## config.mk

```make
export PLATFORM = sky130hd
export DESIGN_NAME = pptc_capture
export DESIGN_NICKNAME = d
export VERILOG_FILES = /design/src/hdl/pptc_pkg.sv /design/src/hdl/pptc_capture.sv
export SDC_FILE = /design/constraint.sdc
export NUM_CORES = 1
export LEC_CHECK = 0
export ABC_AREA = 0
export ABC_CLOCK_PERIOD_IN_PS = 2800
export BUFFER_PORTS_ARGS = -buffer_cell sky130_fd_sc_hd__buf_4
export CAP_MARGIN = 0
export CORE_MARGIN = 2
export CORE_UTILIZATION = 30
export CTS_BUF_LIST = sky130_fd_sc_hd__clkbuf_8
export DETAILED_ROUTE_END_ITERATION = 8
export GPL_TIMING_DRIVEN = 0
export PLACE_DENSITY = 0.51
export SYNTH_ARGS = -nofsm -noshare
export SYNTH_HDL_FRONTEND = slang
export SYNTH_SLANG_ARGS = --single-unit
export TNS_END_PERCENT = 30
```

## constraint.sdc

```tcl
create_clock -name core_clk -period 2.8 [get_ports core_clk]
set_input_delay 0.28 -clock core_clk [delete_from_list [all_inputs] [get_ports core_clk]]
set_output_delay 0.28 -clock core_clk [all_outputs]
set_load 0.01 [all_outputs]
```

## src/hdl/pptc_pkg.sv

```systemverilog
package pptc_pkg;
    // port select codes, written as {port_select_high, port_select_low}
    localparam logic [1:0] SEL_ADDR = 2'h0;
    localparam logic [1:0] SEL_CTRL = 2'h2;
    // address register values for control-space registers
    localparam logic [7:0] IDX_CR2 = 8'h06;
    localparam logic [7:0] IDX_CR3 = 8'h07;
    localparam logic [7:0] IDX_PIX_MASK = 8'h08;
    localparam logic [7:0] IDX_PIX_TEST = 8'h09;
    localparam logic [7:0] IDX_DAC_TEST = 8'h0a;
    localparam logic [7:0] IDX_STAT_TEST = 8'h0b;
    // command register two bit positions
    localparam int CR2_POL_BIT = 0;
    localparam int CR2_RES8_BIT = 1;
    localparam int CR2_SPLIT_BIT = 2;
    // values after reset
    localparam logic [7:0] ADDR_RST = 8'h00;
    localparam logic [7:0] CR2_RST = 8'h00;
    localparam logic [7:0] CR3_RST = 8'h00;
    localparam logic [7:0] MASK_RST = 8'hff;
    // widths
    localparam int PIX_W = 8;
    localparam int DAC_W = 10;
    localparam int STAT_W = 3;
    localparam int DATA_W = 10;
    // read cycle counts for the multi-cycle test registers
    localparam logic [2:0] READS_RGB = 3'h3;
    localparam logic [2:0] READS_SPLIT = 3'h6;
    // default clocks from pixel input to palette output, and default lane count
    localparam int PIPE_LAT_DEF = 4;
    localparam int LANES_DEF = 1;
endpackage

```

## src/hdl/pptc_capture.sv

```systemverilog
// Notes on behaviour
// - select-low write with both selects low loads address; 06h/07h pick cr2/cr3
// - control read returns the last value written to the selected cr2, cr3 or mask register
// - capture triggers on a transition of the red top bit only
// - a command register two bit picks rising or falling trigger
// - trigger stores the triggering pixel's input rgb in the pixel test reg
// - after pipeline latency the same pixel's palette output is latched
// - captured values hold until the next trigger overwrites them
// - pixel test register is read-only, 24 bits, 8 per colour
// - pixel test register reads out in three cycles, one per colour
// - pixel test register sits right after the pixel mask register
// - output test register is read-only, 30 bits, 10 per colour
// - at 8-bit resolution the top two bits of each colour read zero
// - output test register reads in three or six cycles by byte layout
// - status test reg: bit0 sync, bit1 blank, bit2 pll, rest zero
// - status latched at the same point and time as the output capture
// - blanked triggering pixel captures all-zero colour data
// - trigger comes from pixel data only; pixel clock never stops
`timescale 1ns/10ps
`default_nettype none
module pptc_capture #(
    parameter int LANES = pptc_pkg::LANES_DEF,
    parameter int PIPE_LAT = pptc_pkg::PIPE_LAT_DEF
) (
    input wire logic core_clk,
    input wire logic srst,
    input wire logic port_select_high,
    input wire logic port_select_low,
    input wire logic mpu_rd_wr,
    input wire logic mpu_stb,
    input wire logic [pptc_pkg::DATA_W-1:0] mpu_data_in,
    output logic [pptc_pkg::DATA_W-1:0] mpu_data_out,
    output logic mpu_data_oe,
    input wire logic [LANES*pptc_pkg::PIX_W-1:0] pix_red,
    input wire logic [LANES*pptc_pkg::PIX_W-1:0] pix_green,
    input wire logic [LANES*pptc_pkg::PIX_W-1:0] pix_blue,
    input wire logic [LANES*pptc_pkg::DAC_W-1:0] pal_red,
    input wire logic [LANES*pptc_pkg::DAC_W-1:0] pal_green,
    input wire logic [LANES*pptc_pkg::DAC_W-1:0] pal_blue,
    input wire logic [LANES-1:0] pal_sync_n,
    input wire logic [LANES-1:0] pal_blank_n,
    input wire logic [LANES-1:0] pal_pll_sync,
    output logic [7:0] command_register_two,
    output logic [7:0] command_register_three,
    output logic [7:0] pixel_mask
);
    import pptc_pkg::*;

    localparam int LW = (LANES > 1) ? $clog2(LANES) : 1;

    typedef struct packed {
        logic [7:0] addr;
        logic [7:0] cr2;
        logic [7:0] cr3;
        logic [7:0] mask;
        logic [3*PIX_W-1:0] pix_test;
        logic [3*DAC_W-1:0] dac_test;
        logic [STAT_W-1:0] stat;
        logic prev_r7;
        logic [PIPE_LAT-1:0] dly_v;
        logic [PIPE_LAT-1:0][LW-1:0] dly_lane;
        logic [2:0] rd_idx;
        logic [DATA_W-1:0] dout;
        logic oe;
    } pptc_state_type;

    pptc_state_type st_reg;
    pptc_state_type st_next;

    // lowest lane in display order wins when several lanes toggle
    function automatic logic [LW-1:0] first_hit(
        input logic [LANES-1:0] hit
    );
        logic [LW-1:0] l;
        l = '0;
        for (int i = LANES - 1; i >= 0; i--) begin
            if (hit[i]) begin
                l = LW'(i);
            end
        end
        return l;
    endfunction

    // palette colour as the test register holds it
    function automatic logic [DAC_W-1:0] dac_colour(
        input logic [DAC_W-1:0] v,
        input logic res8,
        input logic blank_n
    );
        logic [DAC_W-1:0] c;
        c = v;
        if (res8) begin
            c[DAC_W-1:DAC_W-2] = 2'h0;
        end
        if (!blank_n) begin
            c = '0;
        end
        return c;
    endfunction

    // chain of red top bits: index 0 is the last pixel of the prior clock
    logic [LANES:0] r7_chain;
    logic [LANES-1:0] edge_hit;
    logic rise_sel;
    logic trig_any;
    logic [LW-1:0] trig_lane;
    logic [3*PIX_W-1:0] trig_pix;
    logic dly_out_v;
    logic [LW-1:0] dly_out_lane;
    logic [3*DAC_W-1:0] dac_cap;
    logic [STAT_W-1:0] stat_cap;

    assign rise_sel = st_reg.cr2[CR2_POL_BIT];

    for (genvar i = 0; i < LANES; i++) begin : g_lane
        assign r7_chain[i+1] = pix_red[i*PIX_W+PIX_W-1];
        // each lane compares with the pixel before it in display order
        assign edge_hit[i] = rise_sel
            ? (r7_chain[i+1] && !r7_chain[i])
            : (!r7_chain[i+1] && r7_chain[i]);
    end
    assign r7_chain[0] = st_reg.prev_r7;

    // only pixel content triggers, so capture runs on a free clock
    assign trig_any = |edge_hit;
    assign trig_lane = first_hit(edge_hit);
    assign trig_pix = {pix_red[trig_lane*PIX_W +: PIX_W],
                       pix_green[trig_lane*PIX_W +: PIX_W],
                       pix_blue[trig_lane*PIX_W +: PIX_W]};

    // palette side of the pipeline, PIPE_LAT clocks behind the input
    assign dly_out_v = st_reg.dly_v[PIPE_LAT-1];
    assign dly_out_lane = st_reg.dly_lane[PIPE_LAT-1];
    assign dac_cap = {
        dac_colour(pal_red[dly_out_lane*DAC_W +: DAC_W],
                   st_reg.cr2[CR2_RES8_BIT],
                   pal_blank_n[dly_out_lane]),
        dac_colour(pal_green[dly_out_lane*DAC_W +: DAC_W],
                   st_reg.cr2[CR2_RES8_BIT],
                   pal_blank_n[dly_out_lane]),
        dac_colour(pal_blue[dly_out_lane*DAC_W +: DAC_W],
                   st_reg.cr2[CR2_RES8_BIT],
                   pal_blank_n[dly_out_lane])};
    assign stat_cap = {pal_pll_sync[dly_out_lane],
                       pal_blank_n[dly_out_lane],
                       pal_sync_n[dly_out_lane]};

    // next state: capture path and microprocessor port
    always_comb begin
        logic [2:0] lim;
        logic [1:0] col;
        logic [DAC_W-1:0] dv;
        st_next = st_reg;
        lim = READS_RGB;
        col = 2'h0;
        dv = '0;
        st_next.oe = 1'b0;
        st_next.prev_r7 = r7_chain[LANES];
        // delay line tracks the triggering pixel to the palette output
        st_next.dly_v = {st_reg.dly_v[PIPE_LAT-2:0], trig_any};
        st_next.dly_lane = {st_reg.dly_lane[PIPE_LAT-2:0], trig_lane};
        if (trig_any) begin
            st_next.pix_test = trig_pix;
        end
        if (dly_out_v) begin
            st_next.dac_test = dac_cap;
            st_next.stat = stat_cap;
        end
        if (mpu_stb && !mpu_rd_wr) begin
            if ({port_select_high, port_select_low} == SEL_ADDR) begin
                st_next.addr = mpu_data_in[7:0];
                st_next.rd_idx = 3'h0;
            end else if ({port_select_high, port_select_low}
                         == SEL_CTRL) begin
                // test registers are read-only; writes to them drop
                unique case (st_reg.addr)
                    IDX_CR2: st_next.cr2 = mpu_data_in[7:0];
                    IDX_CR3: st_next.cr3 = mpu_data_in[7:0];
                    IDX_PIX_MASK: st_next.mask = mpu_data_in[7:0];
                    default: ;
                endcase
            end
        end
        if (mpu_stb && mpu_rd_wr) begin
            st_next.oe = 1'b1;
            st_next.dout = '0;
            if ({port_select_high, port_select_low} == SEL_ADDR) begin
                st_next.dout = {2'h0, st_reg.addr};
            end else if ({port_select_high, port_select_low}
                         == SEL_CTRL) begin
                unique case (st_reg.addr)
                    IDX_CR2: st_next.dout = {2'h0, st_reg.cr2};
                    IDX_CR3: st_next.dout = {2'h0, st_reg.cr3};
                    IDX_PIX_MASK: st_next.dout = {2'h0, st_reg.mask};
                    IDX_PIX_TEST: begin
                        // red, green, blue on successive reads
                        col = st_reg.rd_idx[1:0];
                        st_next.dout = {2'h0,
                            st_reg.pix_test[23-8*col -: 8]};
                    end
                    IDX_DAC_TEST: begin
                        if (st_reg.cr2[CR2_SPLIT_BIT]) begin
                            // eight upper bits, then the two low bits
                            lim = READS_SPLIT;
                            col = st_reg.rd_idx[2:1];
                            dv = st_reg.dac_test[29-10*col -: 10];
                            st_next.dout = st_reg.rd_idx[0]
                                ? {8'h00, dv[1:0]}
                                : {2'h0, dv[9:2]};
                        end else begin
                            col = st_reg.rd_idx[1:0];
                            st_next.dout =
                                st_reg.dac_test[29-10*col -: 10];
                        end
                    end
                    IDX_STAT_TEST: st_next.dout =
                        {{(DATA_W-STAT_W){1'b0}}, st_reg.stat};
                    default: st_next.dout = '0;
                endcase
                // sequence counter wraps after the last component
                if (st_reg.addr == IDX_PIX_TEST
                    || st_reg.addr == IDX_DAC_TEST) begin
                    st_next.rd_idx = (st_reg.rd_idx + 3'h1 >= lim)
                        ? 3'h0 : st_reg.rd_idx + 3'h1;
                end
            end
        end
    end

    // single state register; reset gives known control and clean captures
    always_ff @(posedge core_clk) begin
        if (srst) begin
            st_reg <= '0;
            st_reg.addr <= ADDR_RST;
            st_reg.cr2 <= CR2_RST;
            st_reg.cr3 <= CR3_RST;
            st_reg.mask <= MASK_RST;
        end else begin
            st_reg <= st_next;
        end
    end

    assign mpu_data_out = st_reg.dout;
    assign mpu_data_oe = st_reg.oe;
    assign command_register_two = st_reg.cr2;
    assign command_register_three = st_reg.cr3;
    assign pixel_mask = st_reg.mask;

    addr_load_a: assert property (@(posedge core_clk)
        disable iff (srst)
        mpu_stb && !mpu_rd_wr && !port_select_high && !port_select_low
        |=> st_reg.addr == $past(mpu_data_in[7:0]))
        else $error("address register did not load");

    // control write, one idle cycle, then a read of the same register
    cr_readback_a: assert property (@(posedge core_clk)
        disable iff (srst)
        mpu_stb && !mpu_rd_wr && port_select_high && !port_select_low
        && st_reg.addr == IDX_CR2
        ##1 !mpu_stb
        ##1 mpu_stb && mpu_rd_wr && port_select_high && !port_select_low
        |=> mpu_data_oe && mpu_data_out[7:0] == $past(mpu_data_in[7:0], 3))
        else $error("command register read-back mismatch");

    pix_latch_a: assert property (@(posedge core_clk)
        disable iff (srst)
        trig_any |=> st_reg.pix_test == $past(trig_pix))
        else $error("pixel test register missed trigger");

    pix_hold_a: assert property (@(posedge core_clk)
        disable iff (srst)
        !trig_any |=> $stable(st_reg.pix_test))
        else $error("pixel test register changed without trigger");

    dac_delay_a: assert property (@(posedge core_clk)
        disable iff (srst)
        trig_any |-> ##PIPE_LAT dly_out_v
        && dly_out_lane == $past(trig_lane, PIPE_LAT))
        else $error("palette capture not at pipeline latency");

    dac_latch_a: assert property (@(posedge core_clk)
        disable iff (srst)
        dly_out_v |=> st_reg.dac_test == $past(dac_cap)
        && st_reg.stat == $past(stat_cap))
        else $error("palette and status capture mismatch");

    blank_zero_a: assert property (@(posedge core_clk)
        disable iff (srst)
        dly_out_v && !pal_blank_n[dly_out_lane]
        |=> st_reg.dac_test == '0 && !st_reg.stat[1])
        else $error("blanked pixel captured nonzero colour");

    res8_zero_a: assert property (@(posedge core_clk)
        disable iff (srst)
        dly_out_v && st_reg.cr2[CR2_RES8_BIT] && $stable(st_reg.cr2)
        |=> st_reg.dac_test[29:28] == 2'h0
        && st_reg.dac_test[19:18] == 2'h0
        && st_reg.dac_test[9:8] == 2'h0)
        else $error("upper colour bits set at 8-bit resolution");

    edge_pol_a: assert property (@(posedge core_clk)
        disable iff (srst)
        trig_any |-> (pix_red[trig_lane*PIX_W+PIX_W-1] == rise_sel))
        else $error("trigger on wrong transition direction");
endmodule
`default_nettype wire

```

=== Yosys cells after proc, flatten, opt, wreduce, memory -nomap -nowiden ===
Index checks and enable logic that the tools add are counted.
W data, S select, Z words.

* Input bits: 73
* Output and inout bits: 35
* Flip-flop bits (word level): 112
* Word-level logic and storage cells: 78

* Bitwise operators: 1
* $lt $le $gt $ge: 2
* Add/subtract/negate cells: 4
* Muxes and demuxes: 26
* Shifts and indexed selects: 6
* Reduce and logical (&&, ||, !) cells: 13
* Equal/unequal tests: 7
* $mul: 3

{| class="wikitable"
|+ Operators with widths
! cell !! count
|-
| $shiftx A39 B33 Y10 || 2
|-
| $pmux W10 S6 || 1
|-
| $mux W10 || 5
|-
| $shiftx A31 B33 Y8 || 1
|-
| $eq A8 B4 Y1 const B || 4
|-
| $mux W3 || 10
|-
| $shiftx A10 B6 Y10 || 3
|-
| $eq A8 B3 Y1 const B || 2
|-
| $mux W14 || 1
|-
| $sub A5 B6 Y7 const A || 2
|-
| $mux W13 || 1
|-
| $reduce_and A4 Y1 || 3
|-
| $mul A3 B2 Y5 const A || 2
|-
| $mux W8 || 1
|-
| $mux W2 || 3
|-
| $sub A5 B5 Y6 const A || 1
|-
| $logic_and A1 B1 Y1 || 4
|-
| $mul A1 B3 Y4 const B || 1
|-
| $mux W1 || 4
|-
| $add A3 B1 Y3 const B || 1
|-
| $ge A3 B3 Y1 || 1
|-
| $logic_not A1 Y1 || 3
|-
| $eq A2 B2 Y1 const B || 1
|-
| $logic_not A2 Y1 || 1
|-
| 4 further kinds || 4
|}

=== Longest topological paths before layout ===
Gate-level depths: netlist (run 1).

* Word-level depth: 11
* Gate-level depth with buffers: 14
* Gate-level depth less buffers: 11

=== Worst setup path before layout (run 1) ===
OpenSTA, ideal clock, no wires.

* Path type: flip-flop to flip-flop
* From: register st_reg[12] (netlist bit)
* To: register st_reg, in the netlist mpu_data_out[1]
* Data required time: 2,730 ps
* Path slack: -47 ps
* Period minus slack after synthesis: 2,847 ps
* Cell stages (with the launch flop): 13
* Data arrival time: 2,777 ps
* Library setup time: 70 ps
* Path buffers: 5
* Cell sequence: dfxtp_1 -> buf_6 -> buf_6 -> buf_4 -> inv_1 -> ha_1 -> clkbuf_1 -> buf_2 -> mux2i_1 -> o31ai_1 -> a21oi_1 -> a211o_1 -> a21oi_1

* Cells in the longest elaborated chain, start to end: 8
* Elaborated cells on any way between the ends: 13
* Classes of those cells: add/sub (3); mul (2); shift (3); mux (5)

{| class="wikitable"
|+ RTL lines
! what !! RTL line !! RTL
|-
| start, declared || pptc_capture.sv:67 || <nowiki>pptc_state_type st_reg;</nowiki>
|-
| start signal, assigned || pptc_capture.sv:239 || <nowiki>st_reg <= st_next;</nowiki>
|-
| $mul A3 B2 Y5 || pptc_capture.sv:206 || <nowiki>dv = st_reg.dac_test[29-10*col -: 10];</nowiki>
|-
| $sub A5 B6 Y7 || pptc_capture.sv:206 ||
|-
| $shiftx A39 B33 Y10 || pptc_capture.sv:206 ||
|-
| $mux W8 || pptc_capture.sv:208 || <nowiki>? {8'h00, dv[1:0]}</nowiki>
|-
| $mux W10 || pptc_capture.sv:202 || <nowiki>if (st_reg.cr2[CR2_SPLIT_BIT]) begin</nowiki>
|-
| $pmux W10 S6 (*) || pptc_capture.sv:191 || <nowiki>unique case (st_reg.addr)</nowiki>
|-
| $mux W13 (*) || pptc_capture.sv:189 || <nowiki>end else if ({port_select_high, port_select_low}</nowiki>
|-
| $mux W10 (*) || pptc_capture.sv:187 || <nowiki>if ({port_select_high, port_select_low} == SEL_ADDR) begin</nowiki>
|}

Mark *: on every way between the ends. The rest lies on a longest branch, timed or not.
A chain may end at the register's enable or synchronous reset.

=== Final worst setup path (run 1) ===
* From: register st_reg[11] (netlist bit)
* To: register st_reg, in the netlist mpu_data_out[0]

* Cells in the longest elaborated chain, start to end: 7
* Elaborated cells on any way between the ends: 10
* Classes of those cells: add/sub (2); mul (1); shift (2); mux (5)

{| class="wikitable"
|+ RTL lines
! what !! RTL line !! RTL
|-
| $mul A3 B2 Y5 || pptc_capture.sv:213 || <nowiki>st_reg.dac_test[29-10*col -: 10];</nowiki>
|-
| $sub A5 B6 Y7 || pptc_capture.sv:213 ||
|-
| $shiftx A39 B33 Y10 || pptc_capture.sv:213 ||
|-
| $mux W10 || pptc_capture.sv:202 ||
|-
| $pmux W10 S6 (*) || pptc_capture.sv:191 ||
|-
| $mux W13 (*) || pptc_capture.sv:189 ||
|-
| $mux W10 (*) || pptc_capture.sv:187 ||
|}

Marks and branches as above.

==> implementation parameters, run 1 <==
Parameter                              Value

Timing
  Setup total negative slack    0 ns
  Number of pins exceeding their max-slew limit in the final report    0
  Post-route worst hold slack    0.102 ns
  Final period demand of the worst path    2.71 ns
  Setup repair after global routing missed its margin    no
  Final worst slack    0.0926 ns
  Worst relative slew slack    0.405
  Setup Skew    0.0177 ns
  Actual transition at the worst max-transition pin    0.885 ns
  Count of final setup violators    0
  Max Freq    369 MHz
  Final hold vios    0
  Final cycle utilization of the critical path    0.967

Layout
  Number of flip-flops in the largest register    68
  Number of standard cells in the layout, taps in and fillers out    1,235
  Nets    998
  Layout Cell Area excl Fill    8770 um2
  Layout cells sized above 1    0.317
  Diode insertion count for antenna repair    0
  Area Growth Syn to Fin    25.5%
  Final core utilization    0.385

Placed design
  Placed instance count    1,208
  Gpl congestion    0.916
  Cell area reported after detailed placement    8170 um2
  Minimum setup slack after placement    -0.851 ns
  Total of buffers placed on input and output ports    104
  HPWL Detailed    18,900 um

Power and ir drop
  Leak    3.35 nW
  IR Drop Worst-Case VDD    0.204 mV
  Ratio of total power to cell area    331 nW/um2
  Total power draw    2.90 mW

Synthesis
  Area of the mapped netlist    6990 um2
  Fraction of registers with async set or reset after synthesis    0
  Share of the yosys chip area belonging to registers    0.309
  Unique cell type count in the Yosys netlist    63
  Syn nets    872
  Number of instances in the synthesized netlist    791
  Cell types occupying the most area after synthesis    dfxtp_1 (31%), mux4_2 (12%), mux2i_1 (7.9%)
  Cell with the most instances after synthesis    dfxtp_1
  Syn Area/Cell    8.84 um2
  Number of warnings issued by yosys    0
  Top-area cell type share of the netlist area    0.309
  Predominant post-synthesis flop cell    dfxtp_1
  Post-synth top cells    dfxtp_1 (108), nand2_1 (97), nor2_1 (79)
  Cell taking the most area after synthesis    dfxtp_1
  Number of synthesized register bits    108
  Number of enable flip-flop cells after synthesis    0

Floorplanning
  IO Pins    108
  Die area    24,500 um2
  Floorplan die height    157 um
  Starting utilization of the core area    0.307
  Count of standard-cell rows    55
  Total core area    22,800 um2
  Die Span X    157 um

Min path
  HP Start    pal_blue[5]
  Hold Path Depth    3
  Worst min-delay path category    input port to register

Job
  Max-cap check violation count    0

CTS
  Clock Sink Count    108
  Clock transition at the registers of the reported paths    0.11 ns
  Number of buffers on the longest clock path    2
  CTS root buf    clkbuf_8
  Worst-Skew Late Latency    0.40 ns
  Total number of H-tree levels    3
  Clock tree from TritonCTS    done
  Number of clock buffers inserted by TritonCTS    9

Run status
  Status    finished clean

Route
  Post-detailed-route DRC marker count    0
  Number of nets still failing antenna checks after routing    0
  Number of DRC violations after detailed-routing iteration 0    559
  Routed WL    25,300 um
  Number of vias after detailed routing    6,683
  Detailed-route vias per instance    5.41
  Router iterations before antenna repair    5
  Routed length per instance    20.5 um

Worst setup path
  Number of cell instances on the worst register-to-register path    11
  Setup Crit Path Kind    register to register
  Critical path fanouts, max    5
  Crit Reg-Reg Startpoint    st_reg[11]
  Startpoint type of the worst setup path    register
  Launching instance or port of the critical path    st_reg[11]
  Kind of capture point of the worst setup path    register
  CP Data Required Time    3.07 ns
  Crit path DAT    2.98 ns

Global routing
  Final global-route overflow total    0
  Total routing resource utilization after global routing    0.205
  Wire length of the first global-routing pass    38,100 um
  Via count of the first global-routing pass    6,317
  Initial antenna violation count    0
  Largest net degree at the start of global routing    19
==> routing by layer <==
metal / vias up / track usage / routed length [um]
met2: 308 / 0.323 / 11500
li1: 3122 / - / -
met5: - / 0 / 0
met3: 46 / 0.0327 / 1870
met4: 0 / 0.0651 / 570
met1: 3207 / 0.288 / 11300
==> worst max-delay path, stage by stage, from the launching register on <==
cell and delay, ns:
dfxtp_4 0.39, buf_8 0.12, buf_12 0.10, clkinvlp_4 0.12
buf_12 0.15, ha_4 0.31, mux4_2 0.51, mux2_2 0.32
a21oi_2 0.17, o21ai_2 0.09, o311ai_1 0.14, a2111oi_1 0.15
==> area by class of cell <==
| type | instances | area (um2) |
|---|---|---|
| flip-flops and latches | 108 | 2170 |
| plain buffers | 94 | 689 |
| well taps | 313 | 392 |
| clock inverters | 5 | 67.6 |
| inverters | 9 | 40.0 |
| fillers | 2346 | 14000 |
| repair buffers | 117 | 896 |
| clock buffers | 11 | 151 |
| multi-input cells | 578 | 4360 |
==> layout by cell type, fill, tap and decap left out, types with 6 or more instances in the layout <==
cell	count
a211oi_1	7
a21oi_1	65
a21oi_2	8
a22oi_1	33
a31oi_1	6
buf_4	153
clkbuf_1	32
clkbuf_8	12
dfxtp_1	105
mux2_2	23
mux2i_1	55
mux4_2	37
nand2_1	97
nand2b_1	8
nand3_1	19
nand3b_1	11
nor2_1	78
nor2b_1	15
o21ai_0	15
o22ai_1	9
==> cell families (layout without fill, tap and decap cells) <==
family / Yosys count / after routing / synth area share
simple gates: 263 / 263 / 0.180
flops: 108 / 108 / 0.309
mux: 115 / 115 / 0.235
buf+inv: 105 / 236 / 0.0823
compound gates: 190 / 190 / 0.177
fa+ha+maj: 8 / 8 / 0.0143
xor+xnor: 2 / 2 / 0.00251
==> timing repair <==
item / CTS / global route
setup endpoints to repair: 13 / 11
hold buffers: 0 / 0
gates cloned: 0 / 1
pin swaps: 4 / 6
setup buffers: 3 / 9
resized for setup: 52 / 34
==> power by group <==
part / internal (mW) / total, mW / switching, mW
logic: 0.121 / 0.261 / 0.140
clock network: 0.474 / 1.07 / 0.593
registers: 1.56 / 1.57 / 0.0171
total: 2.15 / 2.90 / 0.750
==> final timing paths <==
kind | end | slack, ns
max | mpu_data_out[0] | 0.09
min | st_reg[31] | 0.10
max reg2reg | mpu_data_out[0] | 0.09
min reg2reg | st_next[21] | 0.45
(Power assumes the default switching activity.)
==> run 2, diff against run 1 <==
REMOVE_ABC_BUFFERS = 1   (was unset)
==> implementation parameters, run 2 (synthesis gave the netlist of run 1 again) <==
Parameter                              Value

Run status
  Status    finished clean

Job
  Max-cap check violation count    0 (unchanged)

CTS
  Worst-Skew Late Latency    0.41 ns (about the same)
  Total number of H-tree levels    3 (unchanged)
  Clock Sink Count    108 (unchanged)
  Number of clock buffers inserted by TritonCTS    9 (unchanged)
  Clock transition at the registers of the reported paths    0.13 ns (+0.02 ns)
  Clock tree from TritonCTS    done
  Number of buffers on the longest clock path    2 (unchanged)
  CTS root buf    clkbuf_8
  Hold bufs inserted after CTS    0 (unchanged)

Min path
  Hold Path Depth    3 (unchanged)
  Worst min-delay path category    input port to register
  HP Start    pal_blue[4]
  Hold Crit Endpoint    st_reg[30]

Worst setup path
  Startpoint type of the worst setup path    register
  Kind of capture point of the worst setup path    register
  Critical path cell sequence    clkinvlp_4 > ha_4 > mux4_2 > mux2_2 > a21oi_1 > o21ai_0 > o311ai_2 > a2111oi_0
  Critical-path top delay cell    mux4_2
  Crit Reg-Reg Startpoint    st_reg[11]
  Setup Crit Path Kind    register to register
  Crit path DAT    2.96 ns (-0.02 ns)
  Terminus of the critical flop-to-flop path    mpu_data_out[0]
  Number of cell instances on the worst register-to-register path    8 (-3)
  Slowest cell delay on critical path    0.54 ns (+0.03 ns)
  Critical path fanouts, max    12 (+7)
  Register-to-register path setup slack    0.08 ns (about the same)
  CP Data Required Time    3.04 ns (-0.03 ns)

Global routing
  Total routing resource utilization after global routing    0.176 (-0.0291)
  Largest net degree at the start of global routing    109 (+90)
  Via count of the first global-routing pass    5,725 (-9.4%)
  Final global-route overflow total    0 (unchanged)
  Initial antenna violation count    0 (unchanged)
  Wire length of the first global-routing pass    33,600 um (-12%)

Route
  Number of nets still failing antenna checks after routing    0 (unchanged)
  Post-detailed-route DRC marker count    0 (unchanged)
  Detailed-route vias per instance    5.31 (-1.8%)
  Number of vias after detailed routing    6,114 (-8.5%)
  Routed length per instance    18.8 um (-8.4%)
  Routed WL    21,600 um (-15%)
  Number of DRC violations after detailed-routing iteration 0    412 (-26%)
  Router iterations before antenna repair    5 (unchanged)

Layout
  Nets    914 (-8.4%)
  Filler cell count in the final layout    2,355 (+0.38%)
  Register Area    2180 um2 (+0.35%)
  Diode insertion count for antenna repair    0 (unchanged)
  Leading cell types in the layout, fill and taps excluded    buf_4 (122), dfxtp_1 (101), nand2_1 (97)
  Final core utilization    0.359 (-0.0263)
  Total area of multi-input combinational cells    4350 um2 (-0.40%)
  Area Growth Syn to Fin    16.9%
  Layout cells sized above 1    0.280 (-0.0363)
  Commonest non-fill, non-tap cell in the layout    buf_4
  Number of flip-flops in the largest register    68 (unchanged)
  Layout Cell Area excl Fill    8170 um2 (-6.8%)
  Number of standard cells in the layout, taps in and fillers out    1,151 (-6.8%)

Timing
  Setup Skew    0.0160 ns (-0.00170 ns)
  Actual transition at the worst max-transition pin    1.19 ns (+0.308 ns)
  Final hold vios    0 (unchanged)
  Number of pins exceeding their max-slew limit in the final report    0 (unchanged)
  Max Freq    368 MHz (-0.42%)
  Setup repair after global routing missed its margin    yes
  Final cycle utilization of the critical path    0.971 (+0.00405)
  Final period demand of the worst path    2.72 ns (+0.0113 ns)
  Worst relative slew slack    0.199 (-0.207)
  Count of final setup violators    0 (unchanged)

Placed design
  Cell area reported after detailed placement    7680 um2 (-5.9%)
  Gpl congestion    0.852 (-6.9%)
  HPWL Detailed    14,800 um (-22%)
  Total of buffers placed on input and output ports    105 (+0.96%)
  Placed instance count    1,116 (-7.6%)

Floorplanning
  Count of standard-cell rows    55 (unchanged)
  Die area    24,500 um2 (unchanged)
  IO Pins    108 (unchanged)
  Starting utilization of the core area    0.307 (unchanged)
  Total core area    22,800 um2 (unchanged)
  Die Span X    157 um (unchanged)
  Floorplan die height    157 um (unchanged)

Power and ir drop
  IR Drop Worst-Case VDD    0.216 mV (+5.7%)
  Ratio of total power to cell area    346 nW/um2 (+4.6%)
  Leak    3.01 nW (-10%)
==> run 2: changes by cell type in the layout (fill, tap and decap cells not counted), moves of 4 or more <==
cell      before  now
a21oi_1       65   72
a21oi_2        8    1
buf_4        153  122
buf_8          5    0
clkbuf_1      32    0
clkbuf_4       4    0
dfxtp_1      105  101
==> run 2: repair_timing <==
| action | 4_1_cts | 5_1_grt |
|---|---|---|
| pin swaps | 5 | 5 |
| buffers inserted | 7 | 12 |
| setup endpoints to repair | 21 | 15 |
| gates resized for setup | 15 | 12 |
==> run 2: power breakdown <==
part           total [mW]  internal (mW)  switching [mW]
registers            1.57           1.56          0.0187
logic               0.226          0.110           0.117
clock network        1.03          0.364           0.662
==> run 2: worst max-delay path: cells and delay by family (launching register included) <==
kind,cells,cell delay (ns)
DFF,1,0.49
buffers and inverters,1,0.16
AOI/OAI and AO/OA,4,0.62
muxes,2,0.83
adders and majority gates,1,0.43
==> run 2: cell type report <==
cell class	count	area share
sequential	108	0.267
timing repair buffer	127	0.123
inverter	9	0.00459
multi-input combinational	578	0.532
clock buffer	9	0.0152
tap	313	0.0479
clock inverter	7	0.0109
==> run 2: per-stage QoR <==
stage	hold WS, ns	setup TNS, ns	total power, mW	worst slack [ns]
finish	0.0982	0	2.83	0.0812
detailed placement	0.423	-11.03	1.84	-1.26
global placement	0.415	-41.12	1.84	-3.50
floorplan	0.349	-19.12	1.69	-1.74
CTS	0.0811	-0.00343	2.88	-0.00343
global route	0.0793	-0.0187	2.95	-0.0187
==> run 2: per-layer routing <==
| layer | track usage | part of all wire |
|---|---|---|
| met3 | 0.0294 | 0.048 |
| met1 | 0.252 | 0.48 |
| met5 | 0 | 0 |
| met2 | 0.272 | 0.46 |
| met4 | 0.0542 | 0.016 |
==> run 2: worst max-delay path by stage <==
stage / startpoint / endpoint / slack [ns]
after floorplan: st_reg[11] / mpu_data_out[0] / -1.74
after global placement: st_reg[11] / mpu_data_out[0] / -3.50
after detailed placement: st_reg[11] / mpu_data_out[0] / -1.26
after CTS: st_reg[110] / st_reg[13] / -0.003
after global routing: st_reg[11] / mpu_data_out[0] / -0.02
final: st_reg[11] / mpu_data_out[0] / 0.08
